**src/rtl/fsps_pkg.sv**
```systemverilog
// Function
// - Sixty-four byte holding registers, filled one byte per table write.
// - Program or erase only while write permit is set.
// - Valid start begins self-timed write; core stalls until timer ends.
// - Word select programs only two bytes per write cycle.
// - Error flag set when a reset interrupts a running write.
// - Control bits: word 5, erase 4, error 3, permit 2, start 1.
// - Unlock register holds no storage, only feeds the key sequence.
// - Pointer split low, high, upper; upper holds bits 21 and 20..16.
// - Holding registers keep contents after a write completes.
// - Hardware clears start bit at cycle end; software only sets it.
// - Pointer bits 21..10 select the 1024-byte target block.
package fsps_pkg;
  // ----------------------------------------
  // Register selects
  // ----------------------------------------
  localparam logic [2:0] FSPS_SEL_PTR_LOW = 3'h0;
  localparam logic [2:0] FSPS_SEL_PTR_HIGH = 3'h1;
  localparam logic [2:0] FSPS_SEL_PTR_UPPER = 3'h2;
  localparam logic [2:0] FSPS_SEL_LATCH = 3'h3;
  localparam logic [2:0] FSPS_SEL_UNLOCK = 3'h4;
  localparam logic [2:0] FSPS_SEL_CONTROL = 3'h5;
  // ----------------------------------------
  // Control fields and keys
  // ----------------------------------------
  localparam int FSPS_BIT_WORD = 5;
  localparam int FSPS_BIT_ERASE = 4;
  localparam int FSPS_BIT_ERR = 3;
  localparam int FSPS_BIT_PERMIT = 2;
  localparam int FSPS_BIT_START = 1;
  localparam logic [7:0] FSPS_KEY1 = 8'h55;
  localparam logic [7:0] FSPS_KEY2 = 8'hAA;
  localparam logic [7:0] FSPS_RESET_BYTE = 8'h00;
  localparam int FSPS_HOLD_COUNT = 64;
  localparam int FSPS_PTR_W = 22;
  // ----------------------------------------
  // Timing
  // ----------------------------------------
  localparam int FSPS_CLK_MHZ = 10;
  localparam int FSPS_WRITE_US = 3000;
  localparam int FSPS_WRITE_CYC = FSPS_WRITE_US * FSPS_CLK_MHZ;
  // ----------------------------------------
  // Types
  // ----------------------------------------
  typedef enum logic [1:0] {
    FSPS_IDLE = 2'b00,
    FSPS_KEY1_OK = 2'b01,
    FSPS_KEY2_OK = 2'b11
  } fsps_unlock_t;
  typedef enum logic [1:0] {
    FSPS_OP_PROG_BLOCK = 2'b00,
    FSPS_OP_PROG_WORD = 2'b01,
    FSPS_OP_ERASE = 2'b10
  } fsps_op_t;
  typedef struct packed {
    logic [11:0] block;
    logic [5:0] offset;
    fsps_op_t op;
  } fsps_cmd_t;
  typedef struct packed {
    logic wr;
    logic rd;
    logic [2:0] sel;
    logic [7:0] wdata;
  } fsps_reg_t;
endpackage

```
**src/rtl/fsps_sequencer.sv**
```systemverilog
`timescale 1ns/1ps
`default_nettype none
module fsps_sequencer #(
  parameter int WRITE_CYCLES = fsps_pkg::FSPS_WRITE_CYC
) (
  // Clock and reset
  input wire logic sys_clk,
  input wire logic rst,
  // Reset cause: a master clear or watchdog reset is pending
  input wire logic abort_reset,
  // Register port
  input wire fsps_pkg::fsps_reg_t reg_req,
  output logic [7:0] reg_rdata,
  // Table write strobe: pointer step mode
  input wire logic table_write_op,
  input wire logic [1:0] table_step,
  input wire logic table_read_op,
  input wire logic [7:0] table_read_data,
  // Core stall and memory array command
  output logic core_stall,
  output logic mem_go,
  output fsps_pkg::fsps_cmd_t mem_cmd,
  output logic [7:0] hold_byte,
  input wire logic [5:0] hold_index
);
  import fsps_pkg::*;
  // Timer needs at least two cycles to count down and clear start
  if (WRITE_CYCLES < 2) begin : g_cycles_check
    $error("WRITE_CYCLES too small");
  end

  logic [FSPS_PTR_W-1:0] ptr_reg;
  logic [7:0] latch_reg;
  logic [7:0] hold_reg [FSPS_HOLD_COUNT];
  logic word_reg, erase_reg, err_reg, permit_reg, start_reg;
  fsps_unlock_t key_reg;
  logic [31:0] timer_reg;
  logic [7:0] ctrl_view;
  logic wr_ctrl, wr_key, fire;

  assign wr_ctrl = reg_req.wr && reg_req.sel == FSPS_SEL_CONTROL;
  assign wr_key = reg_req.wr && reg_req.sel == FSPS_SEL_UNLOCK;
  // Start honoured only after a fresh key pair and with permit
  assign fire = wr_ctrl && reg_req.wdata[FSPS_BIT_START] && !start_reg
      && key_reg == FSPS_KEY2_OK && permit_reg;

  // ----------------------------------------
  // Unlock key tracker
  // ----------------------------------------
  // Any other register write breaks the sequence
  always_ff @(posedge sys_clk or posedge rst) begin
    if (rst) begin
      key_reg <= FSPS_IDLE;
    end else if (wr_key) begin
      if (reg_req.wdata == FSPS_KEY1) key_reg <= FSPS_KEY1_OK;
      else if (reg_req.wdata == FSPS_KEY2 && key_reg == FSPS_KEY1_OK) key_reg <= FSPS_KEY2_OK;
      else key_reg <= FSPS_IDLE;
    end else if (reg_req.wr && !(wr_ctrl && key_reg == FSPS_KEY2_OK)) begin
      key_reg <= FSPS_IDLE;
    end else if (wr_ctrl) begin
      key_reg <= FSPS_IDLE;
    end
  end

  // ----------------------------------------
  // Control register
  // ----------------------------------------
  always_ff @(posedge sys_clk or posedge rst) begin
    if (rst) begin
      word_reg <= 1'b0;
      erase_reg <= 1'b0;
      permit_reg <= 1'b0;
      start_reg <= 1'b0;
    end else begin
      if (wr_ctrl && !start_reg) begin
        word_reg <= reg_req.wdata[FSPS_BIT_WORD];
        erase_reg <= reg_req.wdata[FSPS_BIT_ERASE];
        permit_reg <= reg_req.wdata[FSPS_BIT_PERMIT];
      end
      if (fire) start_reg <= 1'b1;
      else if (start_reg && timer_reg == 32'h0) start_reg <= 1'b0;
    end
  end

  // Error flag: caught when an abort reset hits a running cycle
  always_ff @(posedge sys_clk or posedge rst) begin
    if (rst) begin
      err_reg <= 1'b0;
    end else if (abort_reset && start_reg) begin
      err_reg <= 1'b1;
    end else if (wr_ctrl && !reg_req.wdata[FSPS_BIT_ERR]) begin
      err_reg <= 1'b0;
    end
  end

  // ----------------------------------------
  // Self-timer
  // ----------------------------------------
  always_ff @(posedge sys_clk or posedge rst) begin
    if (rst) begin
      timer_reg <= 32'h0;
    end else if (fire) begin
      timer_reg <= 32'(WRITE_CYCLES - 1);
    end else if (start_reg && timer_reg != 32'h0) begin
      timer_reg <= timer_reg - 32'h1;
    end
  end

  // ----------------------------------------
  // Table pointer and latch
  // ----------------------------------------
  always_ff @(posedge sys_clk or posedge rst) begin
    if (rst) begin
      ptr_reg <= '0;
    end else if (reg_req.wr && reg_req.sel == FSPS_SEL_PTR_LOW) begin
      ptr_reg[7:0] <= reg_req.wdata;
    end else if (reg_req.wr && reg_req.sel == FSPS_SEL_PTR_HIGH) begin
      ptr_reg[15:8] <= reg_req.wdata;
    end else if (reg_req.wr && reg_req.sel == FSPS_SEL_PTR_UPPER) begin
      ptr_reg[21:16] <= reg_req.wdata[5:0];
    end else if ((table_write_op || table_read_op) && table_step != 2'h0) begin
      // Steps touch low 21 bits only; 2 = decrement, 1/3 = increment
      if (table_step == 2'h2) ptr_reg[20:0] <= ptr_reg[20:0] - 21'h1;
      else ptr_reg[20:0] <= ptr_reg[20:0] + 21'h1;
    end
  end

  always_ff @(posedge sys_clk or posedge rst) begin
    if (rst) begin
      latch_reg <= FSPS_RESET_BYTE;
    end else if (reg_req.wr && reg_req.sel == FSPS_SEL_LATCH) begin
      latch_reg <= reg_req.wdata;
    end else if (table_read_op) begin
      latch_reg <= table_read_data;
    end
  end

  // Pre-increment mode writes at the stepped address
  logic [5:0] hold_wr_idx;
  assign hold_wr_idx = (table_step == 2'h3) ? 6'(ptr_reg[5:0] + 6'h1) : ptr_reg[5:0];

  // ----------------------------------------
  // Holding registers, never cleared by a write cycle
  // ----------------------------------------
  always_ff @(posedge sys_clk) begin
    if (table_write_op && !start_reg) begin
      hold_reg[hold_wr_idx] <= latch_reg;
    end
  end

  // ----------------------------------------
  // Array command and read path
  // ----------------------------------------
  always_ff @(posedge sys_clk or posedge rst) begin
    if (rst) begin
      mem_go <= 1'b0;
      mem_cmd <= '0;
      hold_byte <= FSPS_RESET_BYTE;
    end else begin
      mem_go <= fire;
      hold_byte <= hold_reg[hold_index];
      if (fire) begin
        mem_cmd.block <= ptr_reg[21:10];
        mem_cmd.offset <= ptr_reg[5:0];
        if (erase_reg) mem_cmd.op <= FSPS_OP_ERASE;
        else if (word_reg) mem_cmd.op <= FSPS_OP_PROG_WORD;
        else mem_cmd.op <= FSPS_OP_PROG_BLOCK;
      end
    end
  end

  assign core_stall = start_reg;
  assign ctrl_view = {2'b00, word_reg, erase_reg, err_reg, permit_reg, start_reg, 1'b0};

  // Read mux
  always_comb begin
    if (reg_req.sel == FSPS_SEL_PTR_LOW) reg_rdata = ptr_reg[7:0];
    else if (reg_req.sel == FSPS_SEL_PTR_HIGH) reg_rdata = ptr_reg[15:8];
    else if (reg_req.sel == FSPS_SEL_PTR_UPPER) reg_rdata = {2'b00, ptr_reg[21:16]};
    else if (reg_req.sel == FSPS_SEL_LATCH) reg_rdata = latch_reg;
    else if (reg_req.sel == FSPS_SEL_CONTROL) reg_rdata = ctrl_view;
    else reg_rdata = 8'h00;
  end

  // ----------------------------------------
  // Assertions
  // ----------------------------------------
  start_needs_key_a: assert property (@(posedge sys_clk) disable iff (rst)
    $rose(start_reg) |-> $past(key_reg == FSPS_KEY2_OK && permit_reg))
    else $error("start without unlock or permit");
  stall_follows_start_a: assert property (@(posedge sys_clk) disable iff (rst)
    fire |=> core_stall && timer_reg == 32'(WRITE_CYCLES - 1))
    else $error("stall or timer not loaded");
  stall_holds_a: assert property (@(posedge sys_clk) disable iff (rst)
    core_stall && timer_reg != 32'h0 |=> core_stall)
    else $error("stall dropped early");
  go_on_fire_a: assert property (@(posedge sys_clk) disable iff (rst)
    fire |=> mem_go && start_reg)
    else $error("fire lost");
  start_ends_a: assert property (@(posedge sys_clk) disable iff (rst)
    start_reg && timer_reg == 32'h0 && !fire |=> !start_reg)
    else $error("start not cleared");
  err_on_abort_a: assert property (@(posedge sys_clk) disable iff (rst)
    abort_reset && start_reg |=> err_reg)
    else $error("error flag missing");
  block_sel_a: assert property (@(posedge sys_clk) disable iff (rst)
    fire |=> mem_cmd.block == $past(ptr_reg[21:10]))
    else $error("block select wrong");
  word_op_a: assert property (@(posedge sys_clk) disable iff (rst)
    fire && word_reg && !erase_reg |=> mem_cmd.op == FSPS_OP_PROG_WORD)
    else $error("word mode lost");
  ctrl_zero_a: assert property (@(posedge sys_clk) disable iff (rst)
    reg_req.sel == FSPS_SEL_CONTROL |-> reg_rdata[7:6] == 2'b00 && !reg_rdata[0])
    else $error("reserved bits set");
  unlock_read_a: assert property (@(posedge sys_clk) disable iff (rst)
    reg_req.sel == FSPS_SEL_UNLOCK |-> reg_rdata == 8'h00)
    else $error("unlock readable");
  block_cv: cover property (@(posedge sys_clk) disable iff (rst)
    fire && !word_reg && !erase_reg);
  word_cv: cover property (@(posedge sys_clk) disable iff (rst) fire && word_reg);
  erase_cv: cover property (@(posedge sys_clk) disable iff (rst) fire && erase_reg);
  abort_cv: cover property (@(posedge sys_clk) disable iff (rst) abort_reset && start_reg);
endmodule
`default_nettype wire

```
**config.mk**
```make
export PLATFORM = sky130hd
export DESIGN_NAME = fsps_sequencer
export DESIGN_NICKNAME = d
export VERILOG_FILES = /design/src/rtl/fsps_pkg.sv /design/src/rtl/fsps_sequencer.sv
export SDC_FILE = /design/constraint.sdc
export NUM_CORES = 1
export LEC_CHECK = 0
export BUFFER_PORTS_ARGS = -buffer_cell sky130_fd_sc_hd__buf_2
export CORE_MARGIN = 2
export CORE_UTILIZATION = 55
export CTS_CLUSTER_SIZE = 10
export DETAILED_ROUTE_END_ITERATION = 8
export GPL_TIMING_DRIVEN = 0
export PLACE_DENSITY = 0.76
export SLEW_MARGIN = 20
export SYNTH_ARGS = -nofsm -noshare
export SYNTH_HDL_FRONTEND = slang
export SYNTH_SLANG_ARGS = --single-unit
```
**constraint.sdc**
```tcl
create_clock -name sys_clk -period 9.9 [get_ports sys_clk]
set_input_delay 2.97 -clock sys_clk [delete_from_list [all_inputs] [get_ports sys_clk]]
set_output_delay 2.97 -clock sys_clk [all_outputs]
set_load 0.02 [all_outputs]
```
==> impl_metrics.xml <==
<?xml version="1.0" encoding="UTF-8"?>
<metrics>
  <group name="clock_tree">
    <metric name="clock-sinks" unit="">610</metric>
    <metric name="clk_latency" unit="ns">0.59</metric>
    <metric name="cts_hold_repair.buffers" unit="">0</metric>
    <metric name="cts_setup_buffers" unit="">0</metric>
    <metric name="cts_htree_levels" unit="">3</metric>
    <metric name="ctsRootBufferMaster" unit="">sky130_fd_sc_hd__clkbuf_16</metric>
    <metric name="cts_resized" unit="">0</metric>
    <metric name="num_cts_buffers" unit="">72</metric>
    <metric name="clk_path_buf_depth" unit="">3</metric>
    <metric name="clk_transition_reported_paths" unit="ns">0.06</metric>
    <metric name="cts_tree" unit="">done</metric>
  </group>
  <group name="synthesis">
    <metric name="synth-xor-area-share" unit="">0.00868</metric>
    <metric name="compound_gate_portion_of_the_synthesized_area" unit="">0.0586</metric>
    <metric name="postSynthNetCount" unit="">1589</metric>
    <metric name="yosysSeqAreaShare" unit="">0.707</metric>
    <metric name="yosys_warnings" unit="">0</metric>
    <metric name="share_of_synthesized_cell_area_in_and_or_nand_and_nor_gates" unit="">0.0802</metric>
    <metric name="synth_flop_cell" unit="">sky130_fd_sc_hd__edfxtp_1</metric>
    <metric name="synth_top_family_by_area" unit="">multiplexers</metric>
    <metric name="postSynthAreaPerCell" unit="um^2">16.3</metric>
    <metric name="post_synth_mux_area_share" unit="">0.128</metric>
    <metric name="netlist-cell-type-count" unit="">67</metric>
    <metric name="synth_seq_cells" unit="">610</metric>
    <metric name="synth_enable_flop_cells" unit="">512</metric>
    <metric name="synthAdderAreaFrac" unit="">0.00198</metric>
    <metric name="asyncSetResetFlopFracSynth" unit="">0.161</metric>
    <metric name="syn-cell-area" unit="um^2">25200</metric>
    <metric name="synth_cells" unit="">1551</metric>
  </group>
  <group name="hold_path">
    <metric name="min_path_type" unit="">reg2reg</metric>
  </group>
  <group name="timing">
    <metric name="final.setup.tns" unit="ns">0</metric>
    <metric name="fin_crit" unit="ns">7.65</metric>
    <metric name="max_clock_freq" unit="MHz">131</metric>
    <metric name="setup_violations" unit="">0</metric>
    <metric name="slew_hr" unit="">0.311</metric>
    <metric name="finalMaxSlewViolations" unit="">0</metric>
    <metric name="hold_viol" unit="">0</metric>
    <metric name="timing_worst_slew_pin_value" unit="ns">1.03</metric>
    <metric name="grt_setup_unrepaired" unit="">false</metric>
    <metric name="timing.final.crit_share" unit="">0.773</metric>
    <metric name="clock-skew-final" unit="ns">0.0167</metric>
  </group>
  <group name="cells_and_area">
    <metric name="finish.instance_area" unit="um^2">28500</metric>
    <metric name="antennaDiodeCount" unit="">0</metric>
    <metric name="synthToLayoutAreaGrowth" unit="%">12.9</metric>
    <metric name="most-common-layout-cells" unit="">sky130_fd_sc_hd__edfxtp_1, sky130_fd_sc_hd__nor2_1, sky130_fd_sc_hd__mux4_2</metric>
    <metric name="largest_register_ff_count" unit="">512</metric>
    <metric name="sequential_cell_area" unit="um^2">17900</metric>
    <metric name="leading_cell_type_in_the_layout_fill_and_taps_excluded" unit="">sky130_fd_sc_hd__edfxtp_1</metric>
    <metric name="drive_gt1_frac" unit="">0.176</metric>
    <metric name="stdcell_count" unit="">2329</metric>
    <metric name="fill_cells" unit="">3161</metric>
    <metric name="multi_input_comb_area" unit="um^2">7000</metric>
    <metric name="fin_nets" unit="">1731</metric>
  </group>
  <group name="floorplanning">
    <metric name="die-width" unit="um">218</metric>
    <metric name="placement_rows" unit="">78</metric>
    <metric name="dieHeight" unit="um">218</metric>
    <metric name="initial_utilization" unit="">0.557</metric>
    <metric name="fp.coreArea" unit="um^2">45300</metric>
    <metric name="ioPinCount" unit="">72</metric>
    <metric name="die_area" unit="um^2">47600</metric>
  </group>
  <group name="route">
    <metric name="ant_nets" unit="">0</metric>
    <metric name="drt_pass1_iterations" unit="">8</metric>
    <metric name="avgRoutedWirePerCell" unit="um">26.6</metric>
    <metric name="remaining_drc_errors" unit="">0</metric>
    <metric name="avgViaCountPerCell" unit="">6.47</metric>
    <metric name="aggregate_routed_wire_length" unit="um">61900</metric>
    <metric name="drt_first_iter_violations" unit="">2070</metric>
    <metric name="via_count" unit="">15100</metric>
  </group>
  <group name="worst_setup_path">
    <metric name="r2r.worst_path.cells" unit="">8</metric>
    <metric name="critPathMaxFanout" unit="">10</metric>
    <metric name="critical_path_buf_inv_count" unit="">4</metric>
    <metric name="crit_path_end" unit="">reg_rdata[3]</metric>
    <metric name="crit_arrival" unit="ns">4.68</metric>
    <metric name="r2r-start" unit="">ptr_reg[1]$_DFFE_PP0P_</metric>
    <metric name="path_class" unit="">in2out</metric>
    <metric name="critPathTopFamily" unit="">buffers and inverters</metric>
    <metric name="critPathRequiredTime" unit="ns">6.93</metric>
    <metric name="critical_path.startpoint_type" unit="">primary input</metric>
    <metric name="timing.reg2reg.setup_slack" unit="ns">6.51</metric>
    <metric name="crit-reg2reg-capture" unit="">ptr_reg[14]$_DFFE_PP0P_</metric>
    <metric name="critical_path_most_common_cell" unit="">sky130_fd_sc_hd__buf_2</metric>
    <metric name="timing.critical_path.depth" unit="">6</metric>
    <metric name="cp-startpoint" unit="">reg_req[8]</metric>
    <metric name="sequence_of_cells_on_the_critical_path" unit="">buf_2, buf_1, clkbuf_1, mux2i_1, o22ai_1, buf_2</metric>
    <metric name="timing.critical_path.slowest_cell_delay" unit="ns">0.50</metric>
    <metric name="cpMaxStageDelayCell" unit="">sky130_fd_sc_hd__buf_1</metric>
    <metric name="crit_path_end_kind" unit="">output pin</metric>
  </group>
  <group name="placed_design">
    <metric name="detailed_place_hpwl" unit="um">38700</metric>
    <metric name="place.detailed.instances" unit="">2219</metric>
    <metric name="placed_area" unit="um^2">26400</metric>
    <metric name="gp_congestion" unit="">0.951</metric>
    <metric name="port_buffers" unit="">64</metric>
  </group>
  <group name="job">
    <metric name="max-cap-violations" unit="">0</metric>
  </group>
  <group name="global_routing">
    <metric name="pin_count_of_the_biggest_net_entering_global_routing" unit="">70</metric>
    <metric name="grt_util_all_layers" unit="">0.267</metric>
    <metric name="grt_pass1_wl" unit="um">93800</metric>
    <metric name="first_global_vias" unit="">15100</metric>
    <metric name="antenna_found_initial" unit="">0</metric>
    <metric name="global_route.overflow_total" unit="">0</metric>
  </group>
  <group name="power_and_ir_drop">
    <metric name="fin_total_pwr" unit="uW">5930</metric>
    <metric name="power-per-cell-area" unit="nW/um^2">208</metric>
    <metric name="power.static_leakage" unit="uW">0.00932</metric>
    <metric name="ir_drop_worst_vdd" unit="uV">167</metric>
  </group>
  <group name="status">
    <metric name="status" unit="">finished, final reports clean</metric>
  </group>
</metrics>
==> layout make-up <==
type | count | area share
Buffer | 90 | 0.0123
Clock buffer | 105 | 0.0702
Clock inverter | 5 | 0.00167
Inverter | 12 | 0.00176
Multi-Input combinational cell | 839 | 0.246
Sequential cell | 610 | 0.627
Tap cell | 600 | 0.0264
Timing Repair Buffer | 68 | 0.0149
==> worst reg2reg max path: stages (launching register included) <==
cell and delay [ns]:
sky130_fd_sc_hd__dfrtp_1 0.39, sky130_fd_sc_hd__clkbuf_1 0.44, sky130_fd_sc_hd__xnor2_1 0.16, sky130_fd_sc_hd__ha_1 0.26
sky130_fd_sc_hd__or4_1 0.53, sky130_fd_sc_hd__or4_1 0.67, sky130_fd_sc_hd__or4_1 0.47, sky130_fd_sc_hd__a41oi_1 0.26
sky130_fd_sc_hd__nand2_1 0.08
==> per-layer routing <==
layer  part of all wire  wire length [um]  global-route usage  up-vias
met5                  0                 0                   0        -
met4              0.036              2210              0.0932        0
met3              0.087              5370              0.0562      155
met2               0.48             29900               0.423      878
met1               0.39             24500               0.374     7636
li1                   -                 -                   -     6406
==> cell families (layout without fill, tap and decap cells) <==
logic type      count (synthesis)  after routing
xor+xnor                       25             25
buf+inv                       102            280
fa+ha+maj                       4              4
flops                         610            610
mux                           160            160
compound gates                225            225
simple gates                  425            425
==> stage by stage <==
step | utilization | hold slack, ns | worst slack, ns
2_1_floorplan | - | 0.437 | 2.64
3_3_place_gp | 0.581 | 0.450 | 2.27
3_5_place_dp | 0.584 | 0.462 | 2.28
4_1_cts | 0.629 | 0.477 | 2.27
5_1_grt | 0.629 | 0.490 | 2.10
6_report | 0.629 | 0.479 | 2.25
==> power by group <==
part	leakage, uW	internal, uW	switching [uW]	total, uW
clock network	0.000992	1390	973	2360
logic	0.00262	194	391	585
registers	0.00571	2880	103	2980
==> how the worst min path moves through the flow <==
| stage | start | end | slack [ns] | cells past startpoint |
|---|---|---|---|---|
| floorplan | timer_reg[27]$_DFFE_PP0P_ | timer_reg[27]$_DFFE_PP0P_ | 0.44 | 1 |
| CTS | timer_reg[27]$_DFFE_PP0P_ | timer_reg[27]$_DFFE_PP0P_ | 0.48 | 1 |
| global route | timer_reg[27]$_DFFE_PP0P_ | timer_reg[27]$_DFFE_PP0P_ | 0.49 | 1 |
| detailed placement | mem_cmd[18]$_DFFE_PP0P_ | mem_cmd[18]$_DFFE_PP0P_ | 0.46 | 2 |
| finish | mem_cmd[18]$_DFFE_PP0P_ | mem_cmd[18]$_DFFE_PP0P_ | 0.48 | 2 |
| global placement | mem_cmd[0]$_DFFE_PP0P_ | mem_cmd[0]$_DFFE_PP0P_ | 0.45 | 2 |
==> cell usage after synthesis, types with 10 or more instances <==
library cell | number | share of area
sky130_fd_sc_hd__mux2i_1 | 25 | 0.0099
sky130_fd_sc_hd__nor2_1 | 133 | 0.020
sky130_fd_sc_hd__nor3_1 | 27 | 0.0054
sky130_fd_sc_hd__clkbuf_1 | 68 | 0.010
sky130_fd_sc_hd__or4_1 | 14 | 0.0042
sky130_fd_sc_hd__nor4_1 | 13 | 0.0032
sky130_fd_sc_hd__inv_1 | 11 | 0.0016
sky130_fd_sc_hd__o21ai_1 | 19 | 0.0038
sky130_fd_sc_hd__nand2_1 | 124 | 0.018
sky130_fd_sc_hd__dfrtp_1 | 98 | 0.097
sky130_fd_sc_hd__xnor2_1 | 10 | 0.0035
sky130_fd_sc_hd__xor2_1 | 15 | 0.0052
sky130_fd_sc_hd__o22ai_1 | 11 | 0.0027
sky130_fd_sc_hd__a22oi_1 | 68 | 0.020
sky130_fd_sc_hd__buf_1 | 14 | 0.0021
sky130_fd_sc_hd__edfxtp_1 | 512 | 0.61
sky130_fd_sc_hd__a31oi_1 | 10 | 0.0025
sky130_fd_sc_hd__nand4_1 | 11 | 0.0027
sky130_fd_sc_hd__nand3_1 | 33 | 0.0065
sky130_fd_sc_hd__mux4_2 | 130 | 0.12
sky130_fd_sc_hd__nor2b_1 | 10 | 0.0025
sky130_fd_sc_hd__and2_1 | 10 | 0.0025
sky130_fd_sc_hd__a21oi_1 | 68 | 0.013
sky130_fd_sc_hd__nand2b_1 | 10 | 0.0025
No activity file was read; power rests on OpenSTA's default activity.
